===== src/include/nafs_pkg.sv =====
// constants and types for the active field sequencer
`default_nettype none
package nafs_pkg;
	localparam logic [3:0] CMD_NONE         = 4'h0;
	localparam logic [3:0] CMD_INIT_FIELD   = 4'h1;
	localparam logic [3:0] CMD_RESP_FIELD   = 4'h2;
	localparam logic [3:0] CMD_TRANSMIT     = 4'h3;
	localparam logic [3:0] CMD_PRESET       = 4'h4;
	localparam logic [3:0] CMD_START_MASK   = 4'h5;
	localparam logic [3:0] CMD_GO_NORMAL    = 4'h6;
	localparam logic [3:0] ADDR_MODE        = 4'h0;
	localparam logic [3:0] ADDR_OPCTL       = 4'h1;
	localparam logic [3:0] ADDR_TIMERS      = 4'h2;
	localparam logic [3:0] ADDR_RATE        = 4'h3;
	localparam logic [3:0] ADDR_STATUS      = 4'h4;
	localparam logic [3:0] ADDR_IRQ         = 4'h5;
	localparam logic [3:0] ADDR_CMD         = 4'h6;
	localparam int MODE_ACTIVE_BIT = 0;
	localparam int MODE_TARGET_BIT = 1;
	localparam int MODE_AUTO_BIT   = 2;
	localparam int MODE_RATEDET_BIT = 3;
	localparam int MODE_N_LO_BIT   = 4;
	localparam int MODE_N_HI_BIT   = 5;
	localparam int IRQ_DONE  = 0;
	localparam int IRQ_COLL  = 1;
	localparam int IRQ_EON   = 2;
	localparam int IRQ_EOF   = 3;
	localparam int IRQ_NRT   = 4;
	localparam int IRQ_W     = 5;
	localparam logic [1:0] RATE_106 = 2'h0;
	localparam logic [1:0] RATE_212 = 2'h1;
	localparam logic [1:0] RATE_424 = 2'h2;
	localparam logic [7:0] DIV_106 = 8'h80;
	localparam logic [7:0] DIV_212 = 8'h40;
	localparam logic [7:0] DIV_424 = 8'h20;
	localparam int CLK_MHZ = 125;
	localparam int AVOID_US = 8;
	localparam int GUARD_INIT_US = 40;
	localparam int GUARD_RESP_US = 10;
	localparam int AVOID_CYC = AVOID_US * CLK_MHZ;
	localparam int GUARD_INIT_CYC = GUARD_INIT_US * CLK_MHZ;
	localparam int GUARD_RESP_CYC = GUARD_RESP_US * CLK_MHZ;
	localparam int TIMER_UNIT_CYC = 16;
	localparam logic [31:0] RESET_WORD = 32'h0000_0000;
	typedef enum logic [6:0] {
		ST_IDLE   = 7'h01,
		ST_AVOID  = 7'h02,
		ST_GUARD  = 7'h04,
		ST_FIELD  = 7'h08,
		ST_HOLD   = 7'h10,
		ST_LISTEN = 7'h20,
		ST_MASK   = 7'h40
	} nafs_state_t;
endpackage
`default_nettype wire


===== src/logic/nafs_top.sv =====
// active field sequencer: register port, field-on sequences, timers
`timescale 1ns/1ps
`default_nettype none
module nafs_top #(
	parameter int GUARD_INIT_CYCLES = nafs_pkg::GUARD_INIT_CYC
) (
	input  wire logic        ref_clk_i,
	input  wire logic        rst_n_i,
	input  wire logic [3:0]  addr_i,
	input  wire logic [31:0] wdata_i,
	input  wire logic        wr_i,
	input  wire logic        rd_i,
	output logic      [31:0] rdata_o,
	input  wire logic        ext_field_i,
	input  wire logic        rx_start_i,
	input  wire logic        tx_done_i,
	input  wire logic [1:0]  rx_rate_i,
	input  wire logic        rx_rate_valid_i,
	output logic             tx_start_o,
	output logic             transmitter_enable_o,
	output logic             field_detector_enable_o,
	output logic             detector_use_avoid_threshold_o,
	output logic             rx_watch_o,
	output logic             am_channel_enable_o,
	output logic             pm_channel_enable_o,
	output logic             transport_frame_106_enable_o,
	output logic             low_power_o,
	output logic [7:0]       bit_rate_divider_o,
	output logic [nafs_pkg::IRQ_W-1:0] irq_flags_o
);
	localparam int IRQ_BITS = nafs_pkg::IRQ_W;
	localparam int CW = 16;

	typedef struct packed {
		nafs_pkg::nafs_state_t st;
		logic [5:0]  mode;
		logic [7:0]  opctl;
		logic [7:0]  gp_time;
		logic [7:0]  nrt_time;
		logic [7:0]  mask_time;
		logic [1:0]  rate_def;
		logic [1:0]  rate_det;
		logic        initial_cmd;
		logic [CW-1:0] cnt;
		logic [IRQ_BITS-1:0] irq;
		logic        am_en;
		logic        pm_en;
		logic        tf_en;
		logic        tx_start;
		logic        rx_watch;
		logic        rx_started;
		logic [1:0]  ext_sync;
		logic        ext_prev;
		logic [1:0]  rxs_sync;
		logic [31:0] rdata;
	} nafs_regs_t;

	nafs_regs_t r;
	nafs_regs_t next_r;
	logic ext_on;
	logic rx_seen;
	logic [CW-1:0] gp_cyc;
	logic [CW-1:0] nrt_cyc;
	logic [CW-1:0] mask_cyc;
	logic [CW-1:0] guard_cyc;
	logic [3:0] cmd;
	logic peer_rise;
	logic peer_fall;
	logic [IRQ_BITS-1:0] set_irq;

	assign ext_on    = r.ext_sync[1];
	assign rx_seen   = r.rxs_sync[1];
	assign peer_rise = ext_on & ~r.ext_prev;
	assign peer_fall = ~ext_on & r.ext_prev;
	assign gp_cyc    = CW'(r.gp_time) * CW'(nafs_pkg::TIMER_UNIT_CYC);
	assign nrt_cyc   = CW'(r.nrt_time) * CW'(nafs_pkg::TIMER_UNIT_CYC);
	assign mask_cyc  = CW'(r.mask_time) * CW'(nafs_pkg::TIMER_UNIT_CYC);
	assign guard_cyc = r.initial_cmd ? CW'(GUARD_INIT_CYCLES) : CW'(nafs_pkg::GUARD_RESP_CYC);
	assign cmd       = (wr_i && addr_i == nafs_pkg::ADDR_CMD) ? wdata_i[3:0] : nafs_pkg::CMD_NONE;

	////////////////////////////////////////////////////////////////////////////
	always_comb begin
		next_r = r;
		set_irq = '0;
		next_r.tx_start = 1'b0;
		next_r.ext_sync = {r.ext_sync[0], ext_field_i};
		next_r.rxs_sync = {r.rxs_sync[0], rx_start_i};
		next_r.ext_prev = ext_on;
		next_r.rdata = 32'h0000_0000;
		if (r.cnt != '0) begin
			next_r.cnt = r.cnt - CW'(1);
		end
		if (wr_i) begin
			case (addr_i)
				nafs_pkg::ADDR_MODE:   next_r.mode = wdata_i[5:0];
				nafs_pkg::ADDR_OPCTL:  next_r.opctl = wdata_i[7:0];
				nafs_pkg::ADDR_TIMERS: begin
					next_r.gp_time   = wdata_i[7:0];
					next_r.nrt_time  = wdata_i[15:8];
					next_r.mask_time = wdata_i[23:16];
				end
				nafs_pkg::ADDR_RATE:   next_r.rate_def = wdata_i[1:0];
				default: ;
			endcase
		end
		// set wins over software clear
		if (wr_i && addr_i == nafs_pkg::ADDR_IRQ) begin
			next_r.irq = r.irq & ~wdata_i[IRQ_BITS-1:0];
		end
		if (cmd == nafs_pkg::CMD_PRESET) begin
			next_r.am_en = 1'b1;
			next_r.pm_en = 1'b0;
			next_r.tf_en = 1'b1;
		end
		if (cmd == nafs_pkg::CMD_GO_NORMAL) begin
			next_r.rate_def = r.rate_det;
			next_r.mode[nafs_pkg::MODE_RATEDET_BIT] = 1'b0;
		end
		if (rx_rate_valid_i && r.mode[nafs_pkg::MODE_TARGET_BIT]
			&& r.mode[nafs_pkg::MODE_RATEDET_BIT]) begin
			next_r.rate_det = rx_rate_i;
		end
		if (peer_rise && r.st != nafs_pkg::ST_AVOID) begin
			set_irq[nafs_pkg::IRQ_EON] = 1'b1;
		end
		case (r.st)
			nafs_pkg::ST_IDLE: begin
				if (cmd == nafs_pkg::CMD_INIT_FIELD || cmd == nafs_pkg::CMD_RESP_FIELD) begin
					next_r.initial_cmd = (cmd == nafs_pkg::CMD_INIT_FIELD);
					next_r.cnt = CW'(nafs_pkg::AVOID_CYC);
					next_r.st = nafs_pkg::ST_AVOID;
				end else if (cmd == nafs_pkg::CMD_START_MASK) begin
					next_r.cnt = mask_cyc;
					next_r.rx_started = 1'b0;
					next_r.st = nafs_pkg::ST_MASK;
				end else if (r.mode[nafs_pkg::MODE_TARGET_BIT] && r.opctl == 8'h00 && peer_rise) begin
					next_r.st = nafs_pkg::ST_IDLE;
				end
			end
			nafs_pkg::ST_AVOID: begin
				if (ext_on) begin
					set_irq[nafs_pkg::IRQ_COLL] = 1'b1;
					next_r.st = nafs_pkg::ST_IDLE;
				end else if (r.cnt == '0) begin
					next_r.cnt = guard_cyc;
					next_r.st = nafs_pkg::ST_GUARD;
				end
			end
			nafs_pkg::ST_GUARD: begin
				if (r.cnt == '0) begin
					set_irq[nafs_pkg::IRQ_DONE] = 1'b1;
					next_r.st = nafs_pkg::ST_FIELD;
				end
			end
			nafs_pkg::ST_FIELD: begin
				if (cmd == nafs_pkg::CMD_TRANSMIT) begin
					next_r.tx_start = 1'b1;
				end
				if (tx_done_i) begin
					next_r.cnt = gp_cyc;
					next_r.st = nafs_pkg::ST_HOLD;
				end
			end
			nafs_pkg::ST_HOLD: begin
				if (r.cnt == '0) begin
					next_r.cnt = nrt_cyc;
					next_r.st = nafs_pkg::ST_LISTEN;
				end
			end
			nafs_pkg::ST_LISTEN: begin
				if (peer_rise) begin
					next_r.cnt = mask_cyc;
					next_r.rx_started = 1'b0;
					next_r.st = nafs_pkg::ST_MASK;
				end else if (r.cnt == '0) begin
					set_irq[nafs_pkg::IRQ_NRT] = 1'b1;
					next_r.st = nafs_pkg::ST_IDLE;
				end
			end
			nafs_pkg::ST_MASK: begin
				if (peer_fall) begin
					set_irq[nafs_pkg::IRQ_EOF] = 1'b1;
					next_r.rx_watch = 1'b0;
					if (r.mode[nafs_pkg::MODE_AUTO_BIT]) begin
						next_r.initial_cmd = 1'b0;
						next_r.cnt = CW'(nafs_pkg::AVOID_CYC);
						next_r.st = nafs_pkg::ST_AVOID;
					end else begin
						next_r.st = nafs_pkg::ST_IDLE;
					end
				end else if (r.cnt == '0 && !r.rx_started) begin
					next_r.rx_watch = 1'b1;
				end
			end
			default: next_r.st = nafs_pkg::ST_IDLE;
		endcase
		if (r.st != nafs_pkg::ST_MASK) begin
			next_r.rx_watch = 1'b0;
		end
		// an expired mask timer must not re-arm the watch once the reply has begun
		if (rx_seen && r.rx_watch) begin
			next_r.rx_watch = 1'b0;
			next_r.rx_started = 1'b1;
		end
		next_r.irq = next_r.irq | set_irq;
		if (rd_i) begin
			case (addr_i)
				nafs_pkg::ADDR_MODE:   next_r.rdata = {26'h0, r.mode};
				nafs_pkg::ADDR_OPCTL:  next_r.rdata = {24'h0, r.opctl};
				nafs_pkg::ADDR_TIMERS: next_r.rdata = {8'h0, r.mask_time, r.nrt_time, r.gp_time};
				nafs_pkg::ADDR_RATE:   next_r.rdata = {26'h0, r.rate_det, 2'h0, r.rate_def};
				nafs_pkg::ADDR_STATUS: next_r.rdata = {25'h0, r.st};
				nafs_pkg::ADDR_IRQ:    next_r.rdata = {27'h0, r.irq};
				default:               next_r.rdata = 32'h0000_0000;
			endcase
		end
	end

	always_ff @(posedge ref_clk_i or negedge rst_n_i) begin
		if (!rst_n_i) begin
			r <= '0;
			r.st <= nafs_pkg::ST_IDLE;
		end else begin
			r <= next_r;
		end
	end

	////////////////////////////////////////////////////////////////////////////
	logic active_mode;
	logic [1:0] eff_rate;
	assign active_mode = r.mode[nafs_pkg::MODE_ACTIVE_BIT] | r.mode[nafs_pkg::MODE_TARGET_BIT];
	assign eff_rate = r.rate_def;

	always_comb begin
		case (eff_rate)
			nafs_pkg::RATE_212: bit_rate_divider_o = nafs_pkg::DIV_212;
			nafs_pkg::RATE_424: bit_rate_divider_o = nafs_pkg::DIV_424;
			default:            bit_rate_divider_o = nafs_pkg::DIV_106;
		endcase
	end

	// transmitter follows the sequencer only; opctl cannot turn it on
	assign transmitter_enable_o = (r.st == nafs_pkg::ST_GUARD) || (r.st == nafs_pkg::ST_FIELD)
		|| (r.st == nafs_pkg::ST_HOLD);
	assign field_detector_enable_o = active_mode;
	assign detector_use_avoid_threshold_o = (r.st == nafs_pkg::ST_AVOID);
	assign low_power_o = r.mode[nafs_pkg::MODE_TARGET_BIT] && r.opctl == 8'h00;
	assign rdata_o = r.rdata;
	assign tx_start_o = r.tx_start;
	assign rx_watch_o = r.rx_watch;
	assign am_channel_enable_o = r.am_en;
	assign pm_channel_enable_o = r.pm_en;
	assign transport_frame_106_enable_o = r.tf_en;
	assign irq_flags_o = r.irq;
endmodule
`default_nettype wire


===== config.mk =====
export PLATFORM = sky130hd
export DESIGN_NAME = nafs_top
export DESIGN_NICKNAME = d
export VERILOG_FILES = /design/src/include/nafs_pkg.sv /design/src/logic/nafs_top.sv
export SDC_FILE = /design/constraint.sdc
export NUM_CORES = 1
export LEC_CHECK = 0
export BUFFER_PORTS_ARGS = -buffer_cell sky130_fd_sc_hd__buf_2
export CAP_MARGIN = 20
export CORE_ASPECT_RATIO = 0.9
export CORE_MARGIN = 10
export CORE_UTILIZATION = 30
export CTS_CLUSTER_SIZE = 14
export DETAILED_ROUTE_END_ITERATION = 10
export GPL_ROUTABILITY_DRIVEN = 0
export PLACE_DENSITY = 0.53
export SLEW_MARGIN = 5
export SYNTH_ARGS = -nofsm -noshare
export SYNTH_HDL_FRONTEND = slang
export SYNTH_SLANG_ARGS = --single-unit

===== constraint.sdc =====
create_clock -name ref_clk_i -period 2.5 [get_ports ref_clk_i]
set_input_delay 0.125 -clock ref_clk_i [delete_from_list [all_inputs] [get_ports ref_clk_i]]
set_output_delay 0.125 -clock ref_clk_i [all_outputs]
set_load 0.02 [all_outputs]

==> results of run 1 <==
-- Yosys cell counts, types with 3 or more instances --
library cell	instances	share of area (%)
a211oi_1	4	0.55
a21o_1	4	0.55
a21oi_1	20	1.8
a222oi_1	6	1.1
a22o_1	4	0.64
a22oi_1	7	0.96
a31oi_1	3	0.34
and3_1	23	2.6
buf_4	45	6.2
clkbuf_1	18	1.2
dfrtp_1	103	47
ha_1	4	0.91
inv_1	13	0.89
mux2_2	36	7.4
mux2i_1	12	2.2
nand2_1	34	2.3
nand2b_1	9	1.0
nand3_1	11	1.0
nand3b_1	5	0.69
nand4b_1	3	0.48
nor2_1	32	2.2
nor2b_1	8	0.91
nor3_1	12	1.1
nor3b_1	5	0.69
nor4_1	7	0.80
o2111ai_1	3	0.48
o21ai_0	25	2.3
o22ai_1	6	0.69
or2_2	3	0.34
or3_1	7	0.80
xnor2_1	5	0.80
xor2_1	5	0.80
-- layout make-up --
cell class	count	area, sq um
repair buffers	122	788
clock inverters	7	77.6
multi-input cells	358	2460
flip-flops and latches	104	2600
well taps	240	300
inverters	14	52.6
fillers	1770	11300
clock buffers	9	225
-- cell families (layout without fill, tap and decap cells) --
kind of cell	after synthesis	in the layout
AND/OR/NAND/NOR	178	178
flip-flops	104	104
AO/OA/AOI/OAI	103	103
buffers and inverters	79	152
multiplexers	49	49
XOR/XNOR	10	10
adder cells (fa/ha/maj)	4	4
other	1	14
-- routing by layer --
layer  global-route usage [%]  up-vias
li1                         -     2025
met4                     3.55        0
met2                     19.4      159
met5                        0        -
met1                     18.4     2106
met3                     3.81       15
-- path summary, 6_finish.rpt --
kind	startpoint	to	depth (start not counted)
min in group asynchronous	rst_n_i	rdata_o[15]	2
worst max register to register	r[113]	r[63]	7
max in group asynchronous	rst_n_i	r[95]	3
worst min-delay path	wdata_i[9]	r[78]	2
worst min register to register	next_r[33]	r[33]	0
worst max-delay path	r[113]	r[63]	7
-- flip-flops by register name, summed over array words and instances (netlist names) --
signal	flops
eff_rate	2
ext_on	1
irq_flags_o	5
next_r	2
r	67
rdata_o	24
rx_watch_o	1
transport_frame_106_enable_o	1
tx_start_o	1
-- metrics by stage --
stage	setup WS [ps]	power (mW)
2_1_floorplan	305	3.34
3_3_place_gp	167	3.76
3_5_place_dp	156	3.80
4_1_cts	125	5.26
5_1_grt	2.59	5.55
6_report	153	5.23
-- placed cells by master (no fill, tap or decap), types with 13 or more instances in the layout --
master,count
dfrtp_1,103
buf_2,76
mux2_2,36
nand2_1,34
nor2_1,32
o21ai_0,25
buf_4,25
and3_1,23
a21oi_1,20
dlygate4sd3_1,20
conb_1,14
inv_1,13
-- power breakdown --
part	internal [mW]	leakage, nW	switching (mW)
clock network	0.706	0.144	0.699
logic	0.707	1.64	0.775
registers	2.00	1.33	0.344
-- timing repair --
action | 4_1_cts | 5_1_grt
gates resized for setup | 0 | 2
setup buffers | 0 | 0
hold endpoints to repair | 60 | 0
hold buffers | 20 | 0
endpoints found under the setup margin | 0 | 6
==> impl_metrics.tcl, run 1 <==
set metrics [dict create \
    yosys_most_used_dff "dfrtp_1" \
    grt_pass1_wl_mm 25.3 \
    vias_per_cell 5.04 \
    netlist_instances 528 \
    holdCritPathClass "in -> reg" \
    period_minus_slack_ps 2350 \
    path_cells "or3_4, or3_4, o211ai_4, nand3_1, nor2_1, buf_4, nor2_1" \
    route.met2.wl_mm 6.89 \
    wl_met1_mm 7.47 \
    synth_xor_area_share_pct 1.60 \
    syn_area_sq_um 5480 \
    synthAdderAreaFrac_pct 0.913 \
    cts_tree "done" \
    overflow 0 \
    rsz0062_at_grt "false" \
    synth_edf_count 0 \
    cp_slowest_cell "dfrtp_1" \
    crit_family "simple AND/OR/NAND/NOR gates" \
    fp.dieArea_sq_um 24100 \
    ys_ff_latch 104 \
    clk_latency_ps 360 \
    clock_sinks 104 \
    fin_cells 854 \
    synthSimpleGateAreaFrac_pct 18.3 \
    first_iter_violations 303 \
    max_stage_delay_ps 500 \
    row_count 46 \
    postRouteAntennaNets 0 \
    final_util_pct 36.6 \
    grt_max_degree 42 \
    start_util_pct 30.8 \
    crit_type "reg -> reg" \
    die_w_um 162 \
    status "complete, no violations" \
    fin_crit_sh_pct 93.9 \
    place_inst 818 \
    hold_slack_ps 13.8 \
    coreArea_sq_um 17800 \
    routed.top_layer "met4" \
    avgRoutedWirePerCell_um 18.4 \
    pin_count 100 \
    setup_viol 0 \
    skew_ps 9.25 \
    route.met3.wl_mm 1.16 \
    clockBufferDepth 2 \
    nNetsFinal 659 \
    dpl.hpwl_mm 12.2 \
    worstPathRequired_ps 2760 \
    async_flop_share_pct 100 \
    grt_pass1_vias 4438 \
    finalHoldViolCount 0 \
    start_kind "register" \
    cts_buffers 9 \
    antenna_found_initial 0 \
    synth_area_per_cell_sq_um 10.4 \
    end_kind "register" \
    h-tree-depth 3 \
    areaGrowthSynthToFinish_pct 18.8 \
    path_max_fanout 9 \
    dr.pass1.iters 5 \
    synth_warnings 0 \
    root_buffer "clkbuf_16" \
    p_leak_nw 3.11 \
    synth-seq-area-share_pct 47.5 \
    r2r_slack_ps 150 \
    grt.total_usage_pct 13.2 \
    vias 4305 \
    synth_compound_area_share_pct 13.0 \
    drv_slew 0 \
    path_buf_inv 1 \
    drc 0 \
    critical_path_arrival_ps 2600 \
    yosysUniqueCellTypes 68 \
    vdd.ir_drop.worst_mv 0.350 \
    fin_tns_setup_ps 0 \
    synth.mux.area_fraction_pct 10.0 \
    die_h_um 148 \
    max-cap-violations 0 \
    synth_top_family_by_area "simple AND/OR/NAND/NOR gates" \
    placed_cell_area_sq_um 6000 \
    n_antenna_cell 0 \
    drive_above_1_share_pct 28.3 \
    cts.clk_slew.worst_paths_ps 70 \
    routed_wirelength_mm 15.7 \
    io_buffers 77 \
    final_area_sq_um 6510 \
    power_density_nw_per_um2 803 \
    maxSlewHeadroom_pct 47.5 \
    worst_pin_slew_ps 776 \
    fmax_mhz 426 \
]
Note: power is estimated with default switching activity, not from simulation.
==> inputs of run 2 (changes only) <==
--- a/config.mk
+++ b/config.mk
@@ -7,13 +7,14 @@
 export LEC_CHECK = 0
 export BUFFER_PORTS_ARGS = -buffer_cell sky130_fd_sc_hd__buf_2
 export CAP_MARGIN = 20
+export CELL_PAD_IN_SITES_DETAIL_PLACEMENT = 0
+export CELL_PAD_IN_SITES_GLOBAL_PLACEMENT = 1
 export CORE_ASPECT_RATIO = 0.9
 export CORE_MARGIN = 10
 export CORE_UTILIZATION = 30
-export CTS_CLUSTER_SIZE = 14
 export DETAILED_ROUTE_END_ITERATION = 10
 export GPL_ROUTABILITY_DRIVEN = 0
-export PLACE_DENSITY = 0.53
+export PLACE_DENSITY = 0.64
 export SLEW_MARGIN = 5
 export SYNTH_ARGS = -nofsm -noshare
 export SYNTH_HDL_FRONTEND = slang
==> constraint.sdc (replaced) <==
create_clock -name ref_clk_i -period 2.5 [get_ports ref_clk_i]
set_input_delay 0.625 -clock ref_clk_i [delete_from_list [all_inputs] [get_ports ref_clk_i]]
set_output_delay 0.625 -clock ref_clk_i [all_outputs]
set_load 0.02 [all_outputs]
==> impl_metrics.tcl, run 2 (synthesis results as in run 1) <==
set metrics [dict create \
    multi_input_area_sq_um 2500 \
    h-tree-depth 3 \
    clockBufferDepth 2 \
    row_count 46 \
    start_util_pct 30.8 \
    cts_buffers 9 \
    p_leak_nw 3.15 \
    postCtsHoldBufs 0 \
    clk_latency_ps 360 \
    final_area_sq_um 6520 \
    path_max_fanout 5 \
    period_minus_slack_ps 2420 \
    drv_slew 0 \
    io_buffers 77 \
    grt.total_usage_pct 13.3 \
    grt_pass1_wl_mm 25.3 \
    pwr-share-seq_pct 44.8 \
    setup_viol 0 \
    fillers 1788 \
    vdd.ir_drop.worst_mv 0.299 \
    vias 4330 \
    areaGrowthSynthToFinish_pct 18.9 \
    fmax_mhz 413 \
    fin_tns_setup_ps 0 \
    path_cells "or3_4, or3_4, nand3_2, buf_4" \
    max_stage_delay_ps 410 \
    crit_family "simple AND/OR/NAND/NOR gates" \
    crit_type "reg -> out" \
    placed_cell_area_sq_um 6140 \
    vias_per_cell 5.05 \
    fin_crit_sh_pct 96.9 \
    overflow 0 \
    path_buf_inv 1 \
    grt_pass1_vias 4486 \
    path_depth 4 \
    drive_above_1_share_pct 33.4 \
    largest_register_ffs 67 \
    dr.pass1.iters 5 \
    fp.dieArea_sq_um 24100 \
    cts.clk_slew.worst_paths_ps 70 \
    antenna_found_initial 0 \
    nNetsFinal 663 \
    cp_slowest_cell "dfrtp_2" \
    finalHoldViolCount 0 \
    worst_pin_slew_ps 585 \
    status "complete, no violations" \
    p_comb_share_pct 29.1 \
    pin_count 100 \
    grt_max_degree 42 \
    first_iter_violations 308 \
    skew_ps 4.18 \
    postRouteAntennaNets 0 \
    hold_slack_ps 206 \
    coreArea_sq_um 17800 \
    power_density_nw_per_um2 798 \
    worstPathRequired_ps 1880 \
    avgRoutedWirePerCell_um 18.7 \
    p_switching_mw 1.79 \
    critical_path_arrival_ps 1800 \
    cts_tree "done" \
    ff2ff_path_depth 9 \
    crit_top_cell "or3_4" \
    dpl.hpwl_mm 12.5 \
    final_cell_mix "99 x dfrtp_1, 75 x buf_2, 49 x buf_4" \
    drc 0 \
    clkPwrFrac_pct 26.1 \
    end_kind "output pin" \
    total_power_mw 5.20 \
    die_w_um 162 \
    switching_share_pct 34.5 \
    routed_wirelength_mm 16.0 \
    clock_sinks 104 \
    start_kind "register" \
    rsz0062_at_grt "false" \
    final_common_cell "dfrtp_1" \
    root_buffer "clkbuf_16" \
    holdCritPathClass "in -> async" \
    max-cap-violations 0 \
    register_area_sq_um 2610 \
    n_antenna_cell 0 \
    die_h_um 148 \
    intPower_mw 3.41 \
    regMostFlops "r" \
    maxSlewHeadroom_pct 60.5 \
]
run 2: cell types whose count changed in the layout (fill, tap and decap cells not counted), sizes merged:
cell,before,now
dlygate4sd3,20,0
clkinv,4,0
inv,16,17
buf,102,126
clkinvlp,1,3
run 2: area by class of cell:
class / count / area share, %
Clock inverter: 6 / 0.787
Tap cell: 240 / 4.61
Sequential cell: 104 / 40.0
Inverter: 14 / 0.806
Clock buffer: 9 / 3.46
Timing Repair Buffer: 126 / 12.0
Multi-Input combinational cell: 358 / 38.3
run 2: power by group through the flow:
stage | clock network, mW | logic [mW] | registers (mW)
3_5_place_dp | 0 | 1.48 | 2.36
4_1_cts | 1.39 | 1.51 | 2.32
6_report | 1.36 | 1.51 | 2.33
3_3_place_gp | 0 | 1.45 | 2.35
5_1_grt | 1.47 | 1.70 | 2.38
2_1_floorplan | 0 | 1.11 | 2.23
run 2: path summary, 6_finish.rpt:
check | start | end | slack [ps]
min | rst_n_i | rdata_o[15] | 210
max | r[108] | transmitter_enable_o | 80
max reg2reg | r[49] | r[55] | 180
min in group ref_clk_i | next_r[33] | r[33] | 350
max in group asynchronous | rst_n_i | r[107] | 1660
min reg2reg | next_r[33] | r[33] | 350
run 2: timing repair:
action / 4_1_cts / 5_1_grt
gates resized for setup: 7 / 8
pin swaps: 1 / 1
endpoints found under the setup margin: 3 / 4
buffers inserted: 6 / 0
cloned: 0 / 0
run 2: metal layers:
metal  up-vias  track usage, %  wire, um
met5         -               0         0
met4         0            2.82       175
met3        15            5.19      1200
met2       134            19.6      6950
met1      2134            18.0      7720
li1       2047               -         -
run 2: metrics by stage:
| step | utilization (%) | setup slack [ps] | cells |
|---|---|---|---|
| 6_report | 36.6 | 76.3 | 857 |
| 5_1_grt | 36.6 | 7.06 | 857 |
| 4_1_cts | 36.5 | 28.2 | 857 |
| 3_5_place_dp | 34.6 | 103 | 836 |
| 3_3_place_gp | 34.6 | 71.0 | 836 |
| 2_1_floorplan | - | 246 | 541 |
==> inputs of run 3 (changes only) <==
--- a/config.mk
+++ b/config.mk
@@ -5,6 +5,7 @@
 export SDC_FILE = /design/constraint.sdc
 export NUM_CORES = 1
 export LEC_CHECK = 0
+export ABC_AREA = 1
 export BUFFER_PORTS_ARGS = -buffer_cell sky130_fd_sc_hd__buf_2
 export CAP_MARGIN = 20
 export CELL_PAD_IN_SITES_DETAIL_PLACEMENT = 0
@@ -14,7 +15,7 @@
 export CORE_UTILIZATION = 30
 export DETAILED_ROUTE_END_ITERATION = 10
 export GPL_ROUTABILITY_DRIVEN = 0
-export PLACE_DENSITY = 0.64
+export PLACE_DENSITY = 0.66
 export SLEW_MARGIN = 5
 export SYNTH_ARGS = -nofsm -noshare
 export SYNTH_HDL_FRONTEND = slang
==> constraint.sdc (replaced) <==
create_clock -name ref_clk_i -period 2.9 [get_ports ref_clk_i]
set_input_delay 0.725 -clock ref_clk_i [delete_from_list [all_inputs] [get_ports ref_clk_i]]
set_output_delay 0.725 -clock ref_clk_i [all_outputs]
set_load 0.02 [all_outputs]
==> impl_metrics.tcl, run 3 <==
set metrics [dict create \
    path_buf_inv 2 \
    start_util_pct 30.6 \
    final_util_pct 34.5 \
    synth_warnings 0 \
    async_flop_share_pct 100 \
    period_minus_slack_ps 2530 \
    synth-seq-area-share_pct 44.2 \
    ctsResizeCount 0 \
    regMostFlops "r" \
    final_cell_mix "193 x nand2_1, 103 x dfrtp_1, 91 x inv_1" \
    first_iter_violations 340 \
    ys_ff_latch 104 \
    clkPwrFrac_pct 27.1 \
    ys_top_cells_by_count "193 x nand2_1, 103 x dfrtp_1, 91 x inv_1, 58 x o21ai_0, 53 x nor2_1" \
    cts_tree "done" \
    total_power_mw 4.91 \
    cts_buffers 9 \
    largest_register_ffs 67 \
    synth_top_area_cell "dfrtp_1" \
    root_buffer "clkbuf_16" \
    worst_pin_slew_ps 621 \
    row_count 48 \
    p_switching_mw 1.95 \
    hold_slack_ps 310 \
    cp_slowest_cell "dfrtp_1" \
    max_stage_delay_ps 400 \
    switching_share_pct 39.7 \
    skew_ps 7.95 \
    final_common_cell "nand2_1" \
    rsz0062_at_grt "false" \
    finalHoldViolCount 0 \
    p_comb_share_pct 33.6 \
    die_h_um 153 \
    globalRouteMet2Util_pct 20.7 \
    r2r_slack_ps 590 \
    areaGrowthSynthToFinish_pct 12.9 \
    maxSlewHeadroom_pct 58.6 \
    power_density_nw_per_um2 737 \
    fmax_mhz 396 \
    n_antenna_cell 0 \
    crit_type "reg -> out" \
    dpl.hpwl_mm 14.6 \
    antenna_found_initial 0 \
    crit_family "simple AND/OR/NAND/NOR gates" \
    use_met1_pct 21.2 \
    yosys_most_used_dff "dfrtp_1" \
    overflow 0 \
    h-tree-depth 3 \
    top_usage_layer "met1" \
    drc 0 \
    vias_per_cell 4.73 \
    intPower_mw 2.96 \
    setup_viol 0 \
    grt.total_usage_pct 14.4 \
    io_buffers 77 \
    coreArea_sq_um 19300 \
    die_w_um 168 \
    postRouteAntennaNets 0 \
    synth_edf_count 0 \
    netlist_instances 755 \
    path_max_fanout 9 \
    post_cts_buffers 0 \
    yosysUniqueCellTypes 47 \
    vias 5030 \
    syn_area_sq_um 5900 \
    synth.area.top_cells "dfrtp_1 44%, nand2_1 12%, inv_1 5.8%, buf_4 5.7%, o21ai_0 4.9%" \
    routed_wirelength_mm 18.7 \
    clockBufferDepth 2 \
    avgRoutedWirePerCell_um 17.6 \
    pin_count 100 \
    postCtsHoldBufs 0 \
    synth_area_per_cell_sq_um 7.81 \
    p_leak_nw 3.47 \
    max-cap-violations 0 \
    fp.dieArea_sq_um 25700 \
    end_kind "output pin" \
    cts.clk_slew.worst_paths_ps 70 \
    nNetsFinal 858 \
    holdCritPathClass "in -> async" \
    critical_path_arrival_ps 1800 \
    worstPathRequired_ps 2170 \
    post-synth-top-count-cell "nand2_1" \
    grt_max_degree 46 \
    fin_tns_setup_ps 0 \
    start_kind "register" \
    drv_slew 0 \
    grtUsageMet3_pct 2.90 \
    grt_pass1_vias 4944 \
    drive_above_1_share_pct 18.9 \
    status "complete, no violations" \
    yosysTopAreaCellShare_pct 43.7 \
    vdd.ir_drop.worst_mv 0.351 \
    fin_crit_sh_pct 87.2 \
    path_cells "inv_1, nand3_1, nor2_4, nor2_1, nand2_1, buf_2" \
    grt_pass1_wl_mm 29.2 \
    clock_sinks 104 \
    clk_latency_ps 360 \
    pwr-share-seq_pct 39.3 \
    dr.pass1.iters 5 \
]
run 3: changes by cell type after synthesis, moves of 9 or more:
cell / delta
and3_1: -23
nor2_1: +21
mux2_2: -34
clkbuf_1: -14
nand2b_1: -9
inv_1: +78
mux2i_1: -12
nand2_1: +159
nand4_1: +10
nand3_1: +30
o21ai_0: +33
nor2_4: +9
run 3: cells by family (layout without fill, tap and decap cells):
group | after synthesis | in the layout | synth area share [%]
and+or+nand+nor | 360 | 360 | 28.4
buffers and inverters | 153 | 198 | 12.8
AOI/OAI and AO/OA | 123 | 123 | 12.1
DFF | 104 | 104 | 44.2
xor gates and xnor gates | 8 | 8 | 1.19
adders and majority gates | 4 | 4 | 0.849
muxes | 2 | 2 | 0.382
other | 1 | 14 | 0.0636
run 3: final timing paths:
check	start	end	cells after the start
worst max-delay path	r[112]	transmitter_enable_o	6
worst min register to register	next_r[33]	r[33]	0
worst min-delay path	rst_n_i	r[62]	1
worst max register to register	r[49]	r[52]	11
min in group ref_clk_i	next_r[33]	r[33]	0
max in group asynchronous	rst_n_i	r[107]	2
run 3: cell type report:
| class | count | area (sq um) |
|---|---|---|
| Clock buffer | 9 | 225 |
| Clock inverter | 7 | 92.6 |
| Fill cell | 2098 | 12600 |
| Inverter | 97 | 364 |
| Multi-Input combinational cell | 511 | 2580 |
| Sequential cell | 104 | 2600 |
| Tap cell | 250 | 313 |
| Timing Repair Buffer | 85 | 473 |
run 3: worst register-to-register path, stage by stage, from the launching register on:
cell	delay, ps
dfrtp_1	390
inv_1	110
ha_1	210
nand3_2	150
nor2_4	180
nand2_2	310
nand2_1	290
nand3_1	150
nor2_2	140
nand3_2	120
nand2_1	100
nand2_1	50
run 3: power groups by stage:
| stage | clock network (mW) | registers (mW) | logic, mW |
|---|---|---|---|
| 2_1_floorplan | 0 | 1.89 | 1.27 |
| 3_3_place_gp | 0 | 1.96 | 1.65 |
| 3_5_place_dp | 0 | 1.95 | 1.65 |
| 4_1_cts | 1.36 | 1.93 | 1.66 |
| 5_1_grt | 1.40 | 1.97 | 1.87 |
| 6_report | 1.33 | 1.93 | 1.65 |
run 3: stage by stage:
| stage | instances | worst slack [ps] | cell area, sq um |
|---|---|---|---|
| floorplan | 768 | 932 | 5950 |
| global placement | 1047 | 588 | 6340 |
| detailed placement | 1047 | 592 | 6340 |
| CTS | 1063 | 331 | 6660 |
| global route | 1063 | 230 | 6660 |
| finish | 1063 | 372 | 6660 |
run 3: per-layer routing:
layer | routed length [um] | share of wire (%) | up-vias
met3 | 943 | 5.0 | 18
met1 | 9460 | 51 | 2394
li1 | - | - | 2482
met2 | 8000 | 43 | 136
met5 | 0 | 0 | -
met4 | 289 | 1.5 | 0
